## src/wwd_pkg.sv

```systemverilog
// package for the windowed watchdog: register offsets, field layout, reset values
// assumes an apb slave with 32-bit data, one aligned word per register
package wwd_pkg;

  // ---------------------------------------------------------------
  // register byte offsets
  // ---------------------------------------------------------------
  localparam logic [11:0] OFS_CTRL = 12'h000;
  localparam logic [11:0] OFS_MODE = 12'h004;
  localparam logic [11:0] OFS_DELTA = 12'h008;
  localparam logic [11:0] OFS_PROT = 12'h00c;
  localparam logic [11:0] OFS_STAT = 12'h010;

  // ---------------------------------------------------------------
  // field layout
  // ---------------------------------------------------------------
  localparam int CTRL_RELOAD_BIT = 0;
  localparam logic [15:0] CTRL_KEY = 16'h5fa0;
  localparam int MODE_LOAD_LSB = 0;
  localparam int MODE_PRE_LSB = 12;
  localparam int MODE_EN_BIT = 16;
  localparam int MODE_RSTEN_BIT = 17;
  localparam int MODE_DBGHOLD_BIT = 18;
  localparam int MODE_CLKSEL_BIT = 19;
  localparam int STAT_UNDER_BIT = 0;
  localparam int STAT_EARLY_BIT = 1;
  localparam int STAT_CNT_LSB = 4;
  localparam int STAT_PROT_BIT = 16;
  localparam logic [15:0] PROT_UNLOCK = 16'h35ca;

  // ---------------------------------------------------------------
  // reset values and counts
  // ---------------------------------------------------------------
  localparam logic [11:0] LOAD_RST = 12'hfff;
  localparam logic [11:0] DELTA_RST = 12'hfff;
  localparam logic [2:0] PRE_RST = 3'h0;
  localparam logic RSTEN_RST = 1'b1;
  localparam logic [3:0] RST_PULSE_CYC = 4'h8;

endpackage

```

## src/wwd_top.sv

```systemverilog
// windowed watchdog with apb register access
// assumes apb master in the ref_clk domain; sys_rst covers the system reset it requests
// Operation
// - 12-bit down counter, 3-bit prescaler
// - underflow requests system reset
// - reload above delta requests reset
// - debug halt freezes the counter
// - protection ignores configuration writes
// - count clock from internal or external
//
// The placing of the registers and register access over APB are this design's own decisions.
`timescale 1ns/1ps
module wwd_top (
  input wire logic ref_clk,
  input wire logic sys_rst,
  input wire logic psel,
  input wire logic penable,
  input wire logic pwrite,
  input wire logic [11:0] paddr,
  input wire logic [31:0] pwdata,
  output logic [31:0] prdata,
  output logic pready,
  output logic pslverr,
  input wire logic low_speed_internal_osc,
  input wire logic low_speed_external_osc,
  input wire logic cpu_halted,
  output logic sys_rst_req
);
  // ---------------------------------------------------------------
  // state
  // ---------------------------------------------------------------
  typedef struct packed {
    logic [11:0] load;
    logic [11:0] delta;
    logic [2:0] pre;
    logic en;
    logic rst_en;
    logic dbg_hold;
    logic clk_sel;
    logic prot;
    logic [11:0] cnt;
    logic under_flag;
    logic early_flag;
    logic [3:0] pulse;
    logic req;
    logic [31:0] rdata;
  } wwd_st_t;

  wwd_st_t st_r;
  wwd_st_t st_nxt;
  logic tick;
  logic acc;
  logic wr;
  logic reload_req;
  logic restart;
  logic run;

  assign acc = psel & penable;
  assign wr = acc & pwrite;
  assign pready = 1'b1;
  assign pslverr = 1'b0;
  assign prdata = st_r.rdata;
  assign sys_rst_req = st_r.req;
  assign reload_req = wr && (paddr == wwd_pkg::OFS_CTRL)
    && pwdata[wwd_pkg::CTRL_RELOAD_BIT] && (pwdata[31:16] == wwd_pkg::CTRL_KEY);
  assign restart = reload_req || !st_r.en;
  assign run = st_r.en && !(st_r.dbg_hold && cpu_halted);

  wwd_tick u_tick (
    .ref_clk(ref_clk),
    .sys_rst(sys_rst),
    .low_speed_internal_osc(low_speed_internal_osc),
    .low_speed_external_osc(low_speed_external_osc),
    .clk_sel(st_r.clk_sel),
    .pre_sel(st_r.pre),
    .restart(restart),
    .run(run),
    .tick(tick)
  );

  // ---------------------------------------------------------------
  // next state
  // ---------------------------------------------------------------
  always_comb begin
    st_nxt = st_r;
    if (st_r.pulse != 4'h0) begin
      st_nxt.pulse = st_r.pulse - 4'h1;
    end
    // register writes; protection blocks config but not reload
    if (wr && !st_r.prot) begin
      unique case (paddr)
        wwd_pkg::OFS_MODE: begin
          st_nxt.load = pwdata[wwd_pkg::MODE_LOAD_LSB +: 12];
          st_nxt.pre = pwdata[wwd_pkg::MODE_PRE_LSB +: 3];
          st_nxt.en = pwdata[wwd_pkg::MODE_EN_BIT];
          st_nxt.rst_en = pwdata[wwd_pkg::MODE_RSTEN_BIT];
          st_nxt.dbg_hold = pwdata[wwd_pkg::MODE_DBGHOLD_BIT];
          st_nxt.clk_sel = pwdata[wwd_pkg::MODE_CLKSEL_BIT];
          if (pwdata[wwd_pkg::MODE_EN_BIT] && !st_r.en) begin
            st_nxt.cnt = pwdata[wwd_pkg::MODE_LOAD_LSB +: 12];
          end
        end
        wwd_pkg::OFS_DELTA: begin
          st_nxt.delta = pwdata[11:0];
        end
        default: begin
        end
      endcase
    end
    // protection register stays writable so it can be unlocked
    if (wr && paddr == wwd_pkg::OFS_PROT) begin
      st_nxt.prot = (pwdata[15:0] != wwd_pkg::PROT_UNLOCK);
    end
    // status flags: write one to clear, a new event wins
    if (wr && paddr == wwd_pkg::OFS_STAT) begin
      if (pwdata[wwd_pkg::STAT_UNDER_BIT]) begin
        st_nxt.under_flag = 1'b0;
      end
      if (pwdata[wwd_pkg::STAT_EARLY_BIT]) begin
        st_nxt.early_flag = 1'b0;
      end
    end
    if (st_r.en) begin
      if (reload_req) begin
        if (st_r.cnt > st_r.delta) begin
          st_nxt.early_flag = 1'b1;
          if (st_r.rst_en) begin
            st_nxt.pulse = wwd_pkg::RST_PULSE_CYC;
          end
        end
        st_nxt.cnt = st_r.load;
      end else if (tick) begin
        if (st_r.cnt == 12'h000) begin
          st_nxt.under_flag = 1'b1;
          st_nxt.cnt = st_r.load;
          if (st_r.rst_en) begin
            st_nxt.pulse = wwd_pkg::RST_PULSE_CYC;
          end
        end else begin
          st_nxt.cnt = st_r.cnt - 12'h001;
        end
      end
    end
    // request kept in its own flop: a multi-bit count change must not glitch it
    st_nxt.req = (st_nxt.pulse != 4'h0);
    // read data registered at the setup cycle, valid in access
    st_nxt.rdata = 32'h0000_0000;
    if (psel && !penable && !pwrite) begin
      unique case (paddr)
        wwd_pkg::OFS_MODE: begin
          st_nxt.rdata = {12'h000, st_r.clk_sel, st_r.dbg_hold, st_r.rst_en, st_r.en,
            1'b0, st_r.pre, st_r.load};
        end
        wwd_pkg::OFS_DELTA: begin
          st_nxt.rdata = {20'h00000, st_r.delta};
        end
        wwd_pkg::OFS_PROT: begin
          st_nxt.rdata = {31'h0000_0000, st_r.prot};
        end
        wwd_pkg::OFS_STAT: begin
          st_nxt.rdata = {15'h0000, st_r.prot, st_r.cnt, 2'h0, st_r.early_flag,
            st_r.under_flag};
        end
        default: begin
          st_nxt.rdata = 32'h0000_0000;
        end
      endcase
    end else if (acc) begin
      st_nxt.rdata = st_r.rdata;
    end
  end

  // ---------------------------------------------------------------
  // registers; sys_rst returns every setting to default
  // ---------------------------------------------------------------
  always_ff @(posedge ref_clk) begin
    if (sys_rst) begin
      st_r <= '0;
      st_r.load <= wwd_pkg::LOAD_RST;
      st_r.delta <= wwd_pkg::DELTA_RST;
      st_r.pre <= wwd_pkg::PRE_RST;
      st_r.rst_en <= wwd_pkg::RSTEN_RST;
      st_r.cnt <= wwd_pkg::LOAD_RST;
    end else begin
      st_r <= st_nxt;
    end
  end
endmodule

```

## src/wwd_tick.sv

```systemverilog
// tick generator: chooses the low-speed source and divides it by a power of two
// assumes oscillator inputs are levels synchronous to ref_clk
`timescale 1ns/1ps
module wwd_tick (
  input wire logic ref_clk,
  input wire logic sys_rst,
  input wire logic low_speed_internal_osc,
  input wire logic low_speed_external_osc,
  input wire logic clk_sel,
  input wire logic [2:0] pre_sel,
  input wire logic restart,
  input wire logic run,
  output logic tick
);
  typedef struct packed {
    logic osc_d;
    logic [7:0] div;
  } wwd_tick_st_t;

  wwd_tick_st_t st_r;
  wwd_tick_st_t st_nxt;
  logic osc;
  logic edge_seen;

  always_comb begin
    osc = clk_sel ? low_speed_external_osc : low_speed_internal_osc;
    edge_seen = osc & ~st_r.osc_d;
    st_nxt = st_r;
    st_nxt.osc_d = osc;
    tick = 1'b0;
    if (restart) begin
      st_nxt.div = 8'h00;
    end else if (run && edge_seen) begin
      // prescale 2^pre_sel source edges per decrement
      if (st_r.div >= ((8'h01 << pre_sel) - 8'h01)) begin
        st_nxt.div = 8'h00;
        tick = 1'b1;
      end else begin
        st_nxt.div = st_r.div + 8'h01;
      end
    end
  end

  always_ff @(posedge ref_clk) begin
    if (sys_rst) begin
      st_r <= '0;
    end else begin
      st_r <= st_nxt;
    end
  end
endmodule

```

## config.mk

```make
export PLATFORM = sky130hd
export DESIGN_NAME = wwd_top
export DESIGN_NICKNAME = d
export VERILOG_FILES = /design/src/wwd_pkg.sv /design/src/wwd_top.sv /design/src/wwd_tick.sv
export SDC_FILE = /design/constraint.sdc
export NUM_CORES = 1
export LEC_CHECK = 0
export ABC_AREA = 1
export BUFFER_PORTS_ARGS = -buffer_cell sky130_fd_sc_hd__buf_2
export CAP_MARGIN = 25
export CORE_MARGIN = 4
export CORE_UTILIZATION = 57
export CTS_CLUSTER_DIAMETER = 40
export DETAILED_ROUTE_END_ITERATION = 10
export PLACE_DENSITY_LB_ADDON = 0.15
export SYNTH_ARGS = -nofsm -noshare
export SYNTH_HDL_FRONTEND = slang
export SYNTH_SLANG_ARGS = --single-unit
```

## constraint.sdc

```tcl
create_clock -name ref_clk -period 2.4 [get_ports ref_clk]
set_input_delay 0.48 -clock ref_clk [delete_from_list [all_inputs] [get_ports ref_clk]]
set_output_delay 0.48 -clock ref_clk [all_outputs]
set_load 0.01 [all_outputs]
```

Yosys cells after proc, flatten, opt, wreduce, memory -nomap -nowiden
Index checks and enable logic that the tools add are counted.
{"block": "totals", "ff_bits": 92, "in_bits": 52, "out_inout_bits": 35}
{"block": "op_classes", "addsub": 4, "magnitude_cmp": 2, "eq_ne": 7, "n_shift": 1, "n_mux": 27, "n_bitwise": 4, "n_reduce_logical": 25}
{"cell": "$pmux W20 S4", "count": 1}
{"cell": "$mux W32", "count": 2}
{"cell": "$mux W12", "count": 5}
{"cell": "$eq A12 B4 Y1 const B", "count": 2}
{"cell": "$logic_not A12 Y1", "count": 2}
{"cell": "$mux W4", "count": 5}
{"cell": "$mux W18", "count": 1}
{"cell": "$eq A16 B15 Y1 const B", "count": 1}
{"cell": "$ne A16 B14 Y1 const B", "count": 1}
{"cell": "$mux W13", "count": 1}
{"cell": "$eq A12 B3 Y1 const B", "count": 1}
{"cell": "$eq A12 B5 Y1 const B", "count": 1}
{"cell": "$gt A12 B12 Y1", "count": 1}
{"cell": "$logic_and A1 B1 Y1", "count": 12}
{"cell": "$sub A12 B1 Y12 const B", "count": 1}
{"cell": "$mux W1", "count": 9}
{"cell": "$add A8 B1 Y8 const B", "count": 1}
{"cell": "$ge A8 B8 Y1", "count": 1}
{"cell": "$mux W8", "count": 1}
{"cell": "$reduce_bool A4 Y1", "count": 2}
{"cell": "$shl A1 B3 Y8 const A", "count": 1}
{"cell": "$sub A8 B1 Y8 const B", "count": 1}
{"cell": "$logic_not A1 Y1", "count": 5}
{"cell": "$mux W5", "count": 1}
{"cell": "8 further kinds", "count": 11}

Logic depth before layout (Yosys ltp)
{"block": "logic_depth", "depth_word": 11, "depth_mapped": 16, "depth_no_buf": 16}

Cells and area by module
Synthesis repeated with hierarchy kept, for this count alone.
{"block": "unflattened", "hier_cells": 715, "hier_area_um2": 4913.5}
{"module": "wwd_top", "n_inst": 1, "cells_per_inst": 610, "area_each_um2": 4232.8}
{"module": "wwd_tick", "n_inst": 1, "cells_per_inst": 105, "area_each_um2": 680.7}

Worst setup path before layout
No wires, ideal clock.
{"block": "synth_path", "path_type": "reg-to-reg", "startpoint": "register st_r[57] (netlist name)", "endpoint": "register st_r[48] (netlist name)", "setup_ns": 0.113, "arrival_time_ns": 1.716, "required_ns": 2.287, "path_slack_ns": 0.570, "stages_incl_launch_ff": 15, "n_path_buf": 0, "path_cell_list": "dfxtp_1 > nor2_1 > nand2_1 > ha_1 > nand2_1 > nor2_1 > nor2_1 > nand2_1 > nand2_1 > a21oi_4 > nand2_1 > inv_2 > o211ai_1 > nand3_1 > nand2_1"}
{"block": "synth_between", "elab_chain_len": 9}
{"element": "start: declaration", "line_no": "wwd_top.sv:49", "source": "wwd_st_t st_r;"}
{"element": "start signal: assignment", "line_no": "wwd_top.sv:185", "source": "st_r <= st_nxt;"}
{"element": "$shl A1 B3 Y8", "line_no": "wwd_tick.sv:35", "source": "if (st_r.div >= ((8'h01 << pre_sel) - 8'h01)) begin"}
{"element": "$sub A8 B1 Y8", "line_no": "wwd_tick.sv:35"}
{"element": "$ge A8 B8 Y1", "line_no": "wwd_tick.sv:35"}
{"element": "$mux W1", "line_no": "wwd_tick.sv:35"}
{"element": "$mux W1", "line_no": "wwd_tick.sv:33", "source": "end else if (run && edge_seen) begin"}
{"element": "$mux W1", "line_no": "wwd_tick.sv:31", "source": "if (restart) begin"}
{"element": "$mux W13", "line_no": "wwd_top.sv:132", "source": "end else if (tick) begin"}
{"element": "$mux W12", "line_no": "wwd_top.sv:124", "source": "if (reload_req) begin"}
{"element": "$mux W18", "line_no": "wwd_top.sv:123", "source": "if (st_r.en) begin"}
Every way passes these cells.
A chain may end at the register's enable or synchronous reset.

Final worst setup path
{"block": "layout_path", "startpoint": "register st_r[58] (netlist name)", "endpoint": "register u_tick.st_r[4] (netlist name)"}
{"block": "layout_between", "elab_chain_len": 4}
{"element": "$shl A1 B3 Y8", "line_no": "wwd_tick.sv:35"}
{"element": "$sub A8 B1 Y8", "line_no": "wwd_tick.sv:35"}
{"element": "$ge A8 B8 Y1", "line_no": "wwd_tick.sv:35"}
{"element": "$mux W8", "line_no": "wwd_tick.sv:35"}
{"element": "end signal: assignment", "line_no": "wwd_tick.sv:48", "source": "st_r <= st_nxt;"}
{"element": "end: declaration", "line_no": "wwd_tick.sv:20", "source": "wwd_tick_st_t st_r;"}
Every way passes these cells.

==> impl_results.md <==
* Cell Area, Placed at 5350 sq um
* Synthesized cell area at 5030 sq um
* Die area at about 10000 sq um
* Syn_area_per_cell at 6.81 sq um
* Critical Path Fanout Max at 7
* Ranking of synthesized cells by area: dfxtp_1 (32%), nand2_1 (14%), inv_1 (7.2%)
* HP Class: in2reg
* Final worst slack at about 0.25 ns
* Ys async rst share at 0
* Hold EP: st_r[75]$_SDFFE_PP1P_
* DRT antenna net count at 0
* Cell taking the most area after synthesis: dfxtp_1
* Max-cap violation count at 0
* Layout net count at 872
* Slew of the pin with the lowest slew margin at 0.617 ns
* GRT Total Usage at 0.295
* EDFF count, synth at 0
* Port Buffers at 72
* CTS tree: yes
* Slew Limit Fails at 0
* Area share of the largest cell type after synthesis at 0.318
* Via count at 5117
* Avg WL per Cell at 16.6 um
* Pre-CTS setup slack at ~0.23 ns
* Clk sinks at 80
* Worst r2r dst: u_tick.st_r[4]$_SDFFE_PP0P_
* Setup Viol. Count Final at 0
* Achievable Freq at roughly 470 MHz
* Starting Density at 0.582
* Placed cells at 893
* Required @ worst endpoint at 2.67 ns
* FP Rows at 34
* Total routed wirelength at ~15000 um
* Run status: completed
* WHS Path Cells at 3
* RSZ-0062 raised after global routing: false
* Total power draw at 3000 uW
* Largest net degree at the start of global routing at 35
* CTS Buf Count at 9
* Final Cycle Share at 0.895
* Synth unique cells at 43
* Final standard cell area without fillers at between 5000 and 6000 sq um
* Primary FF master, synth: dfxtp_1
* Clock tree root driver cell: clkbuf_8
* DR vias/cell at ~5.6
* Final cell count without fillers at ~900
* Flops & latches, synth at 80
* Htree depth at 3
* Die H at slightly above 100 um
* TritonRoute pass-1 iters at 5
* Slew HR at 0.589
* Max Root-Sink Buffers at 2
* Maximum VDD drop at 0.354 mV
* Layout Area Growth over Synthesis at 11.3%
* Clock-pin slew on the worst setup and hold paths at 0.09 ns
* Core box area at between 8000 and 9000 sq um
* Share of layout cells above drive strength 1 at 0.161
* Final Hold Vio Count at 0
* Final HPWL DP at 11600 um
* GR Overflow Total at 0
* DR iter-0 viols at 427
* Ports at a little under 90
* Residual DRC at 0
* WP data arrival at 2.42 ns
* Layout Skew at 0.0149 ns
* Initial antenna violation count at 0
* Inserted Diodes at 0
* Via count of the first global-routing pass at 4867
* Synth Instances at between 700 and 800
* Clock latency at the later pin of the worst-skew pair at about 0.37 ns
* Static Leak at 0.00287 uW
* Hold Crit Start: pwdata[4]
* Die width at a little over 100 um
* Register area share after synthesis at 0.318
* Worst R2R Setup Slack at approximately 0.25 ns
* Final RePlAce weighted congestion at 1.03
* Post-CTS setup buffers at 0
* CP Class: reg2reg
* Crit start category: flop
* Total Neg Setup Slack at 0 ns
* R2r worst-path depth at 9
* Synth warn at 0
* Global-route wire length before repair at 23800 um
* CP endpoint kind: flop
* Power per cell area at 535 nW/um^2
* Worst R2R Start: st_r[58]$_SDFFE_PP0P_
* Crit path time final at roughly 2.1 ns
==> cells in the mapped netlist (4+ instances only) <==
| cell type | instances |
|---|---|
| nand2_1 | 181 |
| buf_4 | 34 |
| nand3_2 | 4 |
| nor3_1 | 11 |
| buf_2 | 5 |
| o211ai_1 | 28 |
| xor2_1 | 11 |
| o221ai_1 | 6 |
| ha_1 | 24 |
| inv_1 | 96 |
| nor2_2 | 4 |
| o21ai_0 | 34 |
| inv_2 | 4 |
| nor2_1 | 58 |
| a21oi_1 | 48 |
| o22ai_1 | 8 |
| nand4_1 | 15 |
| dfxtp_1 | 80 |
| nand3_1 | 46 |
| clkbuf_1 | 14 |
==> area by class of cell <==
class / count / area [sq um]
repair buffers: 88 / 480
clock inverters: 6 / 115
inverters: 100 / 375
multi-input cells: 517 / 2760
well taps: 108 / 135
fillers: 811 / 3040
clock buffers: 10 / 128
flip-flops and latches: 80 / 1600
==> power by group <==
part | total, uW | leakage (uW) | internal [uW] | switching (uW)
Clock | 1250 | 0.000117 | 700 | 552
Combinational | 367 | 0.00210 | 140 | 227
Sequential | 1380 | 0.000647 | 1360 | 15.7
Total | 3000 | 0.00287 | 2200 | 794
==> stage by stage <==
stage                util  hold slack [ns]
finish              0.648            0.345
global route        0.648            0.366
CTS                 0.648            0.341
detailed placement  0.620            0.456
global placement    0.620            0.453
floorplan               -            0.442
==> state kept, by name, summed over array words and instances (netlist names) <==
register     cells
st_r            50
u_tick.st_r      9
sys_rst_req      1
prdata          20
==> worst max-delay path by stage <==
| stage | slack [ns] | cells past startpoint | start | to |
|---|---|---|---|---|
| 2_1_floorplan | 0.57 | 14 | st_r[57]$_SDFFE_PP0P_ | st_r[48]$_SDFF_PP1_ |
| 3_3_place_gp | 0.29 | 13 | pwdata[18] | sys_rst_req$_SDFF_PP0_ |
| 3_5_place_dp | 0.23 | 9 | st_r[58]$_SDFFE_PP0P_ | u_tick.st_r[4]$_SDFFE_PP0P_ |
| 4_1_cts | 0.20 | 9 | st_r[58]$_SDFFE_PP0P_ | u_tick.st_r[4]$_SDFFE_PP0P_ |
| 5_1_grt | 0.08 | 9 | st_r[58]$_SDFFE_PP0P_ | u_tick.st_r[4]$_SDFFE_PP0P_ |
| 6_report | 0.25 | 9 | st_r[58]$_SDFFE_PP0P_ | u_tick.st_r[4]$_SDFFE_PP0P_ |
==> worst max-delay path: stages (launching register included) <==
cell     delay, ns
dfxtp_1       0.42
nand2_1       0.08
ha_1          0.29
a21oi_1       0.14
nor2_1        0.06
nor2_1        0.26
a21oi_4       0.14
nor2_4        0.25
nand2_2       0.17
nor3b_1       0.24
==> cell families (layout without fill, tap and decap cells) <==
kind of cell	count (synthesis)	after routing	share of synthesized area
buf+inv	155	204	0.144
simple gates	330	330	0.292
mux	1	1	0.00224
fa+ha+maj	24	24	0.0597
compound gates	136	136	0.164
xor+xnor	11	11	0.0192
other cells	2	15	0.00149
flops	80	80	0.318
==> layout by cell type, fill, tap and decap left out, types with 11 or more instances in the layout <==
cell and instances:
buf_4 16, xor2_1 11, dfxtp_1 80, o211ai_1 28, nand4_1 15, nand3_1 46, o21ai_0 34, conb_1 15
nand2_1 180, a21oi_1 48, ha_1 24, buf_2 72, inv_1 96, nor2_1 58
==> routing by layer <==
layer / global-route usage / up-vias / wire (um) / share of wire
li1: - / 2494 / - / -
met1: 0.374 / 2354 / 6110 / 0.40
met2: 0.480 / 213 / 6930 / 0.46
met3: 0.0519 / 56 / 1320 / 0.087
met4: 0.160 / 0 / 771 / 0.051
met5: 0 / - / 0 / 0
==> repair_timing <==
item                                    4_1_cts  5_1_grt
gates resized for setup                       0        1
endpoints found under the setup margin        0        1
hold buffers                                  0        0
Power figures use the tool's default switching activity.
